**config.mk**
```make
export PLATFORM = sky130hd
export DESIGN_NAME = gptimer
export DESIGN_NICKNAME = d
export VERILOG_FILES = /design/src/hdl/gptimer_pkg.sv /design/src/hdl/gptimer.sv
export SDC_FILE = /design/constraint.sdc
export NUM_CORES = 1
export LEC_CHECK = 0
export BUFFER_PORTS_ARGS = -buffer_cell sky130_fd_sc_hd__buf_4
export CAP_MARGIN = 20
export CORE_ASPECT_RATIO = 0.6
export CORE_MARGIN = 5
export CORE_UTILIZATION = 30
export DETAILED_ROUTE_END_ITERATION = 7
export PLACE_DENSITY = 0.54
export RECOVER_POWER = 25
export SLEW_MARGIN = 20
export SYNTH_ARGS = -nofsm -noshare
export SYNTH_HDL_FRONTEND = slang
export SYNTH_SLANG_ARGS = --single-unit
```
**constraint.sdc**
```tcl
create_clock -name CLK -period 6.8 [get_ports CLK]
set_clock_uncertainty 0.1 [all_clocks]
set_input_delay 1.36 -clock CLK [delete_from_list [all_inputs] [get_ports CLK]]
set_output_delay 1.36 -clock CLK [all_outputs]
set_load 0.05 [all_outputs]
```
**src/hdl/gptimer_pkg.sv**
```systemverilog
// shared constants for the general-purpose timer block
package gptimer_pkg;
    // block shape
    localparam int NT = 2;                          // number of timers
    localparam int DW = 32;                         // data and counter width
    localparam int AW = 8;                          // byte address width
    // global register byte offsets
    localparam logic [AW-1:0] OFS_CLKSEL = 8'h00;   // timer_clock_select_register
    localparam logic [AW-1:0] OFS_SYNC = 8'h04;     // timer_sync_register
    localparam logic [AW-1:0] OFS_PROPS = 8'h08;    // timer_properties_register
    localparam logic [AW-1:0] OFS_STAT = 8'h0C;     // sticky event status, write one to clear
    localparam logic [AW-1:0] OFS_MASK = 8'h10;     // interrupt mask
    // per-timer window
    localparam logic [AW-1:0] OFS_TMR_BASE = 8'h40;
    localparam logic [AW-1:0] OFS_TMR_STRIDE = 8'h20;
    localparam logic [AW-1:0] OFS_T_MODE = 8'h00;   // mode, direction, enable
    localparam logic [AW-1:0] OFS_T_LOAD = 8'h04;   // timer_interval_load_register
    localparam logic [AW-1:0] OFS_T_MATCH = 8'h08;  // timer_match_register
    localparam logic [AW-1:0] OFS_T_VALUE = 8'h0C;  // timer_value_register
    localparam logic [AW-1:0] OFS_T_CAPT = 8'h10;   // timer_capture_register
    localparam logic [AW-1:0] OFS_T_PREDIV = 8'h14; // rtc_predivide_register
    // field positions
    localparam int CLKSEL_ALT_BIT = 0;              // 1 selects the alternate clock
    localparam int PROPS_ALT_BIT = 0;               // alternate_clock_capable
    localparam int MODE_LSB = 0;                    // two-bit mode field
    localparam int MODE_UP_BIT = 2;                 // 1 counts up
    localparam int MODE_EN_BIT = 3;                 // 1 starts the timer
    localparam int STAT_MATCH_LSB = NT;             // timeout bits low, match bits above
    // mode encodings
    localparam logic [1:0] MODE_ONESHOT = 2'h0;
    localparam logic [1:0] MODE_PERIODIC = 2'h1;
    localparam logic [1:0] MODE_EDGE = 2'h2;
    localparam logic [1:0] MODE_RTC = 2'h3;
    // reset values
    localparam logic [DW-1:0] RST_ZERO = 32'h0000_0000;
    localparam logic [DW-1:0] RST_LOAD = 32'hFFFF_FFFF;
    localparam logic [3:0] RST_MODE = 4'h0;
    // alternate clock present on this build
    localparam logic ALT_PRESENT = 1'b1;
    // rtc predivide terminal count, default for the top parameter
    localparam logic [DW-1:0] PREDIV_TOP_DEF = 32'h0000_7FFF;
    // system clock rate, the alternate clock must be slower than half of it
    localparam int SYSCLK_HZ = 20_000_000;
endpackage

```
**src/hdl/gptimer.sv**
```systemverilog
// general-purpose timer block with alternate clock, avalon-mm register slave
//
// Behaviour
// - sync reloads every selected timer, RTC included
// - properties bit reads one when alternate clock present
// - value, capture, predivide reads are coherent snapshots
// - adc and dma triggers fire reliably on alt clock
// - edge count up returns to zero at match
// - match and load always writable
// - sync bits self-clear with alternate clock too
//
// Decided for this implementation: the register offsets and the Avalon-MM register port.
`timescale 1ns/1ps
module gptimer
    import gptimer_pkg::*;
#(
    parameter logic [DW-1:0] PREDIV_TOP = PREDIV_TOP_DEF
) (
    // clock and reset
    input wire logic CLK,
    input wire logic RSTN,
    // avalon-mm slave
    input wire logic [AW-1:0] ADDRESS,
    input wire logic READ,
    input wire logic WRITE,
    input wire logic [3:0] BYTEENABLE,
    input wire logic [DW-1:0] WRITEDATA,
    output logic [DW-1:0] READDATA,
    output logic WAITREQUEST,
    // pins
    input wire logic ALT_CLK,
    input wire logic [NT-1:0] EDGE_IN,
    // trigger consumers and interrupt
    output logic [NT-1:0] ADC_TRIG,
    output logic [NT-1:0] DMA_TRIG,
    output logic IRQ
);
    ////////////////////////////////////////////////////////////////////////////////
    // helpers
    // true when addr selects word off of timer n
    function automatic logic tmr_hit(input logic [AW-1:0] addr, input int n,
                                     input logic [AW-1:0] off);
        logic [AW-1:0] a;
        a = OFS_TMR_BASE + AW'(n) * OFS_TMR_STRIDE + off;
        return addr == a;
    endfunction
    // byte-lane merge of a write into a held word
    function automatic logic [DW-1:0] be_merge(input logic [DW-1:0] old, input logic [DW-1:0] wd,
                                               input logic [3:0] be);
        logic [DW-1:0] r;
        for (int b = 0; b < 4; b++) begin
            r[8*b +: 8] = be[b] ? wd[8*b +: 8] : old[8*b +: 8];
        end
        return r;
    endfunction
    ////////////////////////////////////////////////////////////////////////////////
    // bus handshake
    logic ack_q;        // second cycle of an access
    logic wr_go;        // write takes effect this edge
    logic rd_go;        // read data captured this edge
    logic [DW-1:0] rdata_q; // registered read data
    // one wait state on every access; read data is built in the wait cycle
    always_ff @(posedge CLK) begin
        if (!RSTN) begin
            ack_q <= 1'b0;
        end else begin
            ack_q <= (READ | WRITE) & ~ack_q;
        end
    end
    assign WAITREQUEST = (READ | WRITE) & ~ack_q;
    assign wr_go = WRITE & ack_q;
    assign rd_go = READ & ~ack_q;
    assign READDATA = rdata_q;
    ////////////////////////////////////////////////////////////////////////////////
    // pin synchronisers
    logic alt_s1_q, alt_s2_q, alt_s3_q;   // alternate clock sync chain
    logic [NT-1:0] edg_s1_q, edg_s2_q, edg_s3_q; // edge input sync chains
    logic alt_rise;                       // one cycle per rising alternate clock edge
    logic [NT-1:0] edg_rise;              // one cycle per rising input edge
    // first stages only feed second stages, edges are taken from stage two on
    always_ff @(posedge CLK) begin
        if (!RSTN) begin
            alt_s1_q <= 1'b0;
            alt_s2_q <= 1'b0;
            alt_s3_q <= 1'b0;
            edg_s1_q <= '0;
            edg_s2_q <= '0;
            edg_s3_q <= '0;
        end else begin
            alt_s1_q <= ALT_CLK;
            alt_s2_q <= alt_s1_q;
            alt_s3_q <= alt_s2_q;
            edg_s1_q <= EDGE_IN;
            edg_s2_q <= edg_s1_q;
            edg_s3_q <= edg_s2_q;
        end
    end
    assign alt_rise = alt_s2_q & ~alt_s3_q;
    assign edg_rise = edg_s2_q & ~edg_s3_q;
    ////////////////////////////////////////////////////////////////////////////////
    // global control registers
    logic clksel_q;         // alternate clock selected
    logic sel_alt;          // effective select, forced off when absent
    logic tick;             // counting enable for the timer domain
    logic [NT-1:0] sync_q;  // pending synchronise requests
    logic [NT-1:0] sync_take; // request applied this edge
    logic [2*NT-1:0] stat_q;  // sticky timeout and match events
    logic [2*NT-1:0] mask_q;  // interrupt enables
    logic [NT-1:0] ev_to;     // timeout events
    logic [NT-1:0] ev_mt;     // match events
    // clock select register
    always_ff @(posedge CLK) begin
        if (!RSTN) begin
            clksel_q <= 1'b0;
        end else if (wr_go && ADDRESS == OFS_CLKSEL && BYTEENABLE[0]) begin
            clksel_q <= WRITEDATA[CLKSEL_ALT_BIT];
        end
    end
    // the timer domain advances once per rising alternate edge, or every cycle;
    // sampling the slow clock keeps all state in one domain, so reads stay coherent
    assign sel_alt = clksel_q & ALT_PRESENT;
    assign tick = sel_alt ? alt_rise : 1'b1;
    assign sync_take = sync_q & {NT{tick}};
    // sync bits self-clear once applied; a new write wins over the clear
    always_ff @(posedge CLK) begin
        if (!RSTN) begin
            sync_q <= '0;
        end else begin
            sync_q <= (sync_q & ~sync_take)
                      | ((wr_go && ADDRESS == OFS_SYNC) ? WRITEDATA[NT-1:0] : '0);
        end
    end
    // interrupt mask
    always_ff @(posedge CLK) begin
        if (!RSTN) begin
            mask_q <= '0;
        end else if (wr_go && ADDRESS == OFS_MASK) begin
            mask_q <= WRITEDATA[2*NT-1:0];
        end
    end
    // sticky status, hardware set beats write-one clear
    always_ff @(posedge CLK) begin
        if (!RSTN) begin
            stat_q <= '0;
        end else begin
            stat_q <= (stat_q & ~((wr_go && ADDRESS == OFS_STAT) ? WRITEDATA[2*NT-1:0] : '0))
                      | {ev_mt, ev_to};
        end
    end
    assign IRQ = |(stat_q & mask_q);
    ////////////////////////////////////////////////////////////////////////////////
    // timers
    logic [3:0] mode_q [NT];        // mode, up, enable as written
    logic [DW-1:0] load_q [NT];     // interval load
    logic [DW-1:0] match_q [NT];    // match value
    logic [DW-1:0] value_q [NT];    // live count
    logic [DW-1:0] capt_q [NT];     // count latched at each event
    logic [DW-1:0] prediv_q [NT];   // rtc predivider
    logic [NT-1:0] run_q;           // timer counting
    logic [NT-1:0] to_q;            // timeout pulse
    logic [NT-1:0] mt_q;            // match pulse
    logic [NT-1:0] trig_q;          // trigger pulse
    for (genvar n = 0; n < NT; n++) begin : g_tmr
        logic [1:0] md;         // mode field
        logic up;               // count direction
        logic wr_mode, wr_load, wr_match;
        assign md = mode_q[n][MODE_LSB +: 2];
        assign up = mode_q[n][MODE_UP_BIT];
        assign wr_mode = wr_go && tmr_hit(ADDRESS, n, OFS_T_MODE);
        assign wr_load = wr_go && tmr_hit(ADDRESS, n, OFS_T_LOAD);
        assign wr_match = wr_go && tmr_hit(ADDRESS, n, OFS_T_MATCH);
        // software registers; no clock or mode gates these writes
        always_ff @(posedge CLK) begin
            if (!RSTN) begin
                mode_q[n] <= RST_MODE;
                load_q[n] <= RST_LOAD;
                match_q[n] <= RST_ZERO;
            end else begin
                if (wr_mode && BYTEENABLE[0]) begin
                    mode_q[n] <= WRITEDATA[3:0];
                end
                if (wr_load) begin
                    load_q[n] <= be_merge(load_q[n], WRITEDATA, BYTEENABLE);
                end
                if (wr_match) begin
                    match_q[n] <= be_merge(match_q[n], WRITEDATA, BYTEENABLE);
                end
            end
        end
        // counter, predivider, capture and event pulses
        always_ff @(posedge CLK) begin
            if (!RSTN) begin
                value_q[n] <= RST_ZERO;
                capt_q[n] <= RST_ZERO;
                prediv_q[n] <= RST_ZERO;
                run_q[n] <= 1'b0;
                to_q[n] <= 1'b0;
                mt_q[n] <= 1'b0;
                trig_q[n] <= 1'b0;
            end else begin
                to_q[n] <= 1'b0;
                mt_q[n] <= 1'b0;
                trig_q[n] <= 1'b0;
                if (wr_mode && BYTEENABLE[0]) begin
                    // start or stop; a fresh start begins from the natural origin
                    run_q[n] <= WRITEDATA[MODE_EN_BIT];
                    value_q[n] <= WRITEDATA[MODE_UP_BIT] ? RST_ZERO : load_q[n];
                    prediv_q[n] <= RST_ZERO;
                end else if (sync_take[n]) begin
                    // synchronise: every mode, rtc too, restarts on the same tick
                    value_q[n] <= (up || md == MODE_RTC) ? RST_ZERO : load_q[n];
                    prediv_q[n] <= RST_ZERO;
                end else if (run_q[n]) begin
                    case (md)
                        MODE_ONESHOT, MODE_PERIODIC: begin
                            if (tick) begin
                                if (up ? (value_q[n] == load_q[n]) : (value_q[n] == RST_ZERO)) begin
                                    // timeout: trigger drawn in the system domain
                                    to_q[n] <= 1'b1;
                                    trig_q[n] <= 1'b1;
                                    capt_q[n] <= value_q[n];
                                    value_q[n] <= up ? RST_ZERO : load_q[n];
                                    if (md == MODE_ONESHOT) begin
                                        run_q[n] <= 1'b0;
                                    end
                                end else begin
                                    value_q[n] <= up ? value_q[n] + 1'b1 : value_q[n] - 1'b1;
                                end
                            end
                        end
                        MODE_EDGE: begin
                            if (edg_rise[n]) begin
                                if (up) begin
                                    if (value_q[n] + 1'b1 == match_q[n]) begin
                                        // wrap on the matching edge itself
                                        value_q[n] <= RST_ZERO;
                                        mt_q[n] <= 1'b1;
                                        capt_q[n] <= match_q[n];
                                    end else begin
                                        value_q[n] <= value_q[n] + 1'b1;
                                    end
                                end else if (value_q[n] - 1'b1 == match_q[n]) begin
                                    // capture match down: reload and trigger
                                    value_q[n] <= load_q[n];
                                    mt_q[n] <= 1'b1;
                                    trig_q[n] <= 1'b1;
                                    capt_q[n] <= match_q[n];
                                end else begin
                                    value_q[n] <= value_q[n] - 1'b1;
                                end
                            end
                        end
                        MODE_RTC: begin
                            if (tick) begin
                                if (prediv_q[n] == PREDIV_TOP) begin
                                    prediv_q[n] <= RST_ZERO;
                                    value_q[n] <= value_q[n] + 1'b1;
                                    if (value_q[n] + 1'b1 == match_q[n]) begin
                                        mt_q[n] <= 1'b1;
                                        capt_q[n] <= match_q[n];
                                    end
                                end else begin
                                    prediv_q[n] <= prediv_q[n] + 1'b1;
                                end
                            end
                        end
                        default: begin
                            run_q[n] <= 1'b0;
                        end
                    endcase
                end
            end
        end
    end
    assign ev_to = to_q;
    assign ev_mt = mt_q;
    assign ADC_TRIG = trig_q;
    assign DMA_TRIG = trig_q;
    ////////////////////////////////////////////////////////////////////////////////
    // read mux
    // snapshot taken in one system cycle, so a wide count never tears
    always_ff @(posedge CLK) begin
        if (!RSTN) begin
            rdata_q <= RST_ZERO;
        end else if (rd_go) begin
            rdata_q <= RST_ZERO;
            case (ADDRESS)
                OFS_CLKSEL: rdata_q[CLKSEL_ALT_BIT] <= clksel_q;
                OFS_SYNC: rdata_q[NT-1:0] <= sync_q;
                OFS_PROPS: rdata_q[PROPS_ALT_BIT] <= ALT_PRESENT;
                OFS_STAT: rdata_q[2*NT-1:0] <= stat_q;
                OFS_MASK: rdata_q[2*NT-1:0] <= mask_q;
                default: begin
                    for (int n = 0; n < NT; n++) begin
                        if (tmr_hit(ADDRESS, n, OFS_T_MODE)) begin
                            rdata_q[3:0] <= {run_q[n], mode_q[n][2:0]};
                        end
                        if (tmr_hit(ADDRESS, n, OFS_T_LOAD)) begin
                            rdata_q <= load_q[n];
                        end
                        if (tmr_hit(ADDRESS, n, OFS_T_MATCH)) begin
                            rdata_q <= match_q[n];
                        end
                        if (tmr_hit(ADDRESS, n, OFS_T_VALUE)) begin
                            rdata_q <= value_q[n];
                        end
                        if (tmr_hit(ADDRESS, n, OFS_T_CAPT)) begin
                            rdata_q <= capt_q[n];
                        end
                        if (tmr_hit(ADDRESS, n, OFS_T_PREDIV)) begin
                            rdata_q <= prediv_q[n];
                        end
                    end
                end
            endcase
        end
    end
    ////////////////////////////////////////////////////////////////////////////////
    // assertions on timer 0 and the properties bit
    property p_sync_rtc;
        @(posedge CLK) disable iff (!RSTN)
        sync_q[0] && tick && !(wr_go && tmr_hit(ADDRESS, 0, OFS_T_MODE))
            && mode_q[0][1:0] == MODE_RTC |=> value_q[0] == RST_ZERO && prediv_q[0] == RST_ZERO;
    endproperty
    a_sync_rtc: assert property (p_sync_rtc) else $error("rtc timer not synchronised");
    property p_props;
        @(posedge CLK) disable iff (!RSTN)
        READ && ack_q && ADDRESS == OFS_PROPS |-> READDATA[PROPS_ALT_BIT] == ALT_PRESENT;
    endproperty
    a_props: assert property (p_props) else $error("capability bit wrong");
    property p_value_read;
        @(posedge CLK) disable iff (!RSTN)
        READ && ack_q && tmr_hit(ADDRESS, 0, OFS_T_VALUE) |-> READDATA == $past(value_q[0]);
    endproperty
    a_value_read: assert property (p_value_read) else $error("value read incoherent");
    property p_trig;
        @(posedge CLK) disable iff (!RSTN)
        run_q[0] && tick && !sync_q[0] && !wr_go && mode_q[0][2:0] == {1'b0, MODE_ONESHOT}
            && value_q[0] == RST_ZERO |=> ADC_TRIG[0] && DMA_TRIG[0] && !run_q[0];
    endproperty
    a_trig: assert property (p_trig) else $error("timeout trigger missing");
    property p_edge_up;
        @(posedge CLK) disable iff (!RSTN)
        run_q[0] && edg_rise[0] && !sync_q[0] && !wr_go && mode_q[0][1:0] == MODE_EDGE
            && mode_q[0][MODE_UP_BIT] && value_q[0] + 1'b1 == match_q[0]
            |=> value_q[0] == RST_ZERO && mt_q[0] ##1 stat_q[STAT_MATCH_LSB];
    endproperty
    a_edge_up: assert property (p_edge_up) else $error("edge count up missed wrap");
    property p_load_write;
        @(posedge CLK) disable iff (!RSTN)
        wr_go && tmr_hit(ADDRESS, 0, OFS_T_LOAD) && BYTEENABLE == 4'hF
            |=> load_q[0] == $past(WRITEDATA);
    endproperty
    a_load_write: assert property (p_load_write) else $error("load write dropped");
    property p_sync_clear;
        @(posedge CLK) disable iff (!RSTN)
        sync_q[0] && tick && !(wr_go && ADDRESS == OFS_SYNC) |=> !sync_q[0];
    endproperty
    a_sync_clear: assert property (p_sync_clear) else $error("sync bit stuck");
    property p_sync_hold;
        @(posedge CLK) disable iff (!RSTN)
        sync_q[0] && !tick |=> sync_q[0];
    endproperty
    a_sync_hold: assert property (p_sync_hold) else $error("sync cleared before reload");
endmodule

```
==> flow_summary.ini <==
[logic_synthesis]
synth.avg_cell_area_sq_um = 8.91
ys_types = 91
yosys_warnings = 0
yosysTopAreaCellShare_pct = 34.9
ys_seq_elements = 387
synth.top_cells.by_area = edfxtp_1 (35%), xor2_1 (5.3%), xnor2_1 (5.1%), dfxtp_1 (4.4%), nand2_1 (3.9%)
synth_sequential_area_ratio_pct = 39.3
synthArstFlopShare_pct = 0
synth-main-ff-cell = edfxtp_1
netlist.top_cell.by_area = edfxtp_1
postSynthCellCount = 3144
synth_edf_count = 326
synth.most_common_cell = edfxtp_1
syn_nets = 3201
syn_area_sq_um = 28000
synth_commonest_cells = edfxtp_1 (326), nand2_1 (290), nor2_1 (268)

[placed_design]
dp.cells = 4354
gp_congestion = 1.05
portBuffers = 88
hpwl_mm = 116

[die]
die_y_um = 247
initial_core_util_pct = 30.4
num_rows = 86
dieWidth_um = 404
core_sq_um = 92200
ios = 89
die-area_sq_um = 99800

[layout]
fin_cells = 4436
nFillCells = 9557
drive_gt1_share_pct = 12.5
syn_to_final_growth_pct = 13.2
nets = 3223

[detailed_routing]
drt_iter0_drc = 5139
routed_via_density = 6.43
drc = 0
routed_wl_mm = 148
drt_pass1_iterations = 7
drtAntennaViolNets = 0
wire_per_inst_um = 33.3
vias = 28500

[worst_setup_path]
cp.arrival_ns = 6.41
critPathSlowestCell = nor4_1
critPathKind = reg -> reg
cp-end-kind = flop
critPathMaxFanout = 15
worstPathCellList = nor4_1 > nand2_1 > or4_1 > nor4_2 > nor2_1 > buf_4 > nand2_1 > nor2_1 > nor3_1 > o21ai_0
startpoint_type = flop
cp_slowest_stage_delay_ns = 1.07
crit_required_ns = 7.01

[power]
p_switching_uw = 1670
internal_power_uw = 4150
power.total_uw = 5810
vdd.ir_drop.worst_uv = 158
clkPwrFrac_pct = 42.0
p_leak_uw = 0.0102
seq_power_share_pct = 47.4
p_sw_share_pct = 28.7
p_comb_share_pct = 10.6
power_density_nw_per_um2 = 183

[job]
cap_viol_max_count = 6

[clock_tree]
ctsHoldBuffers = 0
cts_setup_buffers = 0
cts_sinks = 387
clk_path_buf_depth = 3
ctsResizeCount = 0
cts_buffers = 41
root_buffer = clkbuf_16
cts-htree-levels = 2
insertion_delay_ns = 0.59
clkTransAtPathRegs_ns = 0.07
cts_tree = built

[timing]
maxSlewViolCount = 209
fin_crit_sh_pct = 91.2
max_freq_ghz = 0.161
rsz0062_at_grt = no
period_minus_slack_ns = 6.20
holdWs_ns = 0.346
slew_headroom_pct = -79.8
worstMarginPinSlew_ns = 2.67
setup_tns_ns = 0
finalHoldViolCount = 0
setup_viol = 0

[grt]
antenna_found_initial = 11
grt_pass1_wl_mm = 203
grt_pass1_vias = 25200
grt-ovfl-total = 0
groute.usage.overall_pct = 28.4
grt_max_degree = 44

[worst_hold_path]
hold_path_class = reg -> reg

[run_status]
violations = capacitance limit, slew limit
outcome = finished with violations
==> layer usage <==
metal	global-route usage, %	vias up	wire [um]
met3	16.5	171	29300
met4	4.77	4	2510
met2	32.3	2409	50000
li1	-	11900	-
met5	0	-	27
met1	44.1	14000	65700
==> per-stage QoR <==
step | util (%) | setup WS [ns] | cell area, sq um
floorplan | - | 1.65 | 28000
global placement | 32.9 | 0.926 | 30400
detailed placement | 33.0 | 1.10 | 30400
CTS | 34.5 | 1.06 | 31800
global route | 34.4 | 0.710 | 31700
finish | 34.4 | 0.597 | 31700
==> worst max-delay path, delay by kind of cell, from the launching register on <==
family / cells / cell delay [ns]
and+or+nand+nor: 8 / 4.71
AOI/OAI and AO/OA: 1 / 0.18
buffers and inverters: 1 / 0.25
DFF: 1 / 0.66
==> kinds of logic after synthesis <==
group | Yosys count | share of synthesized area (%)
and+or+nand+nor | 1336 | 24.9
AOI/OAI and AO/OA | 738 | 19.1
DFF | 387 | 39.3
xor gates and xnor gates | 337 | 10.7
buffers and inverters | 299 | 4.23
muxes | 41 | 1.55
adders and majority gates | 6 | 0.268
==> worst paths after layout <==
path	from	slack (ns)	endpoint	cells past startpoint
worst max-delay path	value_q[0][17]$_DFFE_PP_	0.60	value_q[0][12]$_DFFE_PP_	10
worst min-delay path	edg_s1_q[0]$_SDFF_PN0_	0.35	edg_s2_q[0]$_SDFF_PN0_	1
worst max register to register	value_q[0][17]$_DFFE_PP_	0.60	value_q[0][12]$_DFFE_PP_	10
worst min register to register	edg_s1_q[0]$_SDFF_PN0_	0.35	edg_s2_q[0]$_SDFF_PN0_	1
==> cell usage in the layout (no fill, tap or decap), drive strengths merged, types with 26 or more instances in the layout <==
cell	instances
nor4	91
clkbuf	92
mux2i	31
inv	56
and2	107
and3	34
nand3	122
a221oi	57
a31oi	55
buf	185
and4	26
xor2	171
dfxtp	61
a22oi	27
o22ai	28
edfxtp	326
nor3	86
nor2b	26
a21oi	96
nand2	290
xnor2	163
a222oi	44
or2	81
o21ai	148
or4	32
nand4	72
a22o	87
nor2	268
==> flip-flops by register name (all words and copies together) (netlist names), 2 cells and up <==
register  count
capt_q       64
load_q       64
match_q      64
prediv_q     64
value_q      64
READDATA     32
mode_q        6
mask_q        4
stat_q        4
ADC_TRIG      2
edg_s1_q      2
edg_s2_q      2
edg_s3_q      2
ev_mt         2
ev_to         2
run_q         2
sync_q        2
==> power groups by stage <==
| stage | clock network [uW] | logic [uW] | registers, uW |
|---|---|---|---|
| after global placement | 0 | 593 | 2800 |
| after global routing | 2550 | 640 | 2760 |
| after CTS | 2450 | 589 | 2750 |
| after floorplan | 0 | 354 | 2740 |
| after detailed placement | 0 | 586 | 2800 |
| final | 2440 | 617 | 2760 |
==> area by class of cell <==
cell class / instances / area [sq um] / share of cell area [%]
multi-input cells: 2458 / 15900 / 50.3
inverters: 49 / 184 / 0.580
flip-flops and latches: 387 / 11000 / 34.7
clock inverters: 27 / 251 / 0.793
diodes: 6 / 15.0 / 0.0474
well taps: 1232 / 1540 / 4.86
clock buffers: 48 / 1130 / 3.58
repair buffers: 229 / 1620 / 5.10
Power figures use the tool's default switching activity.
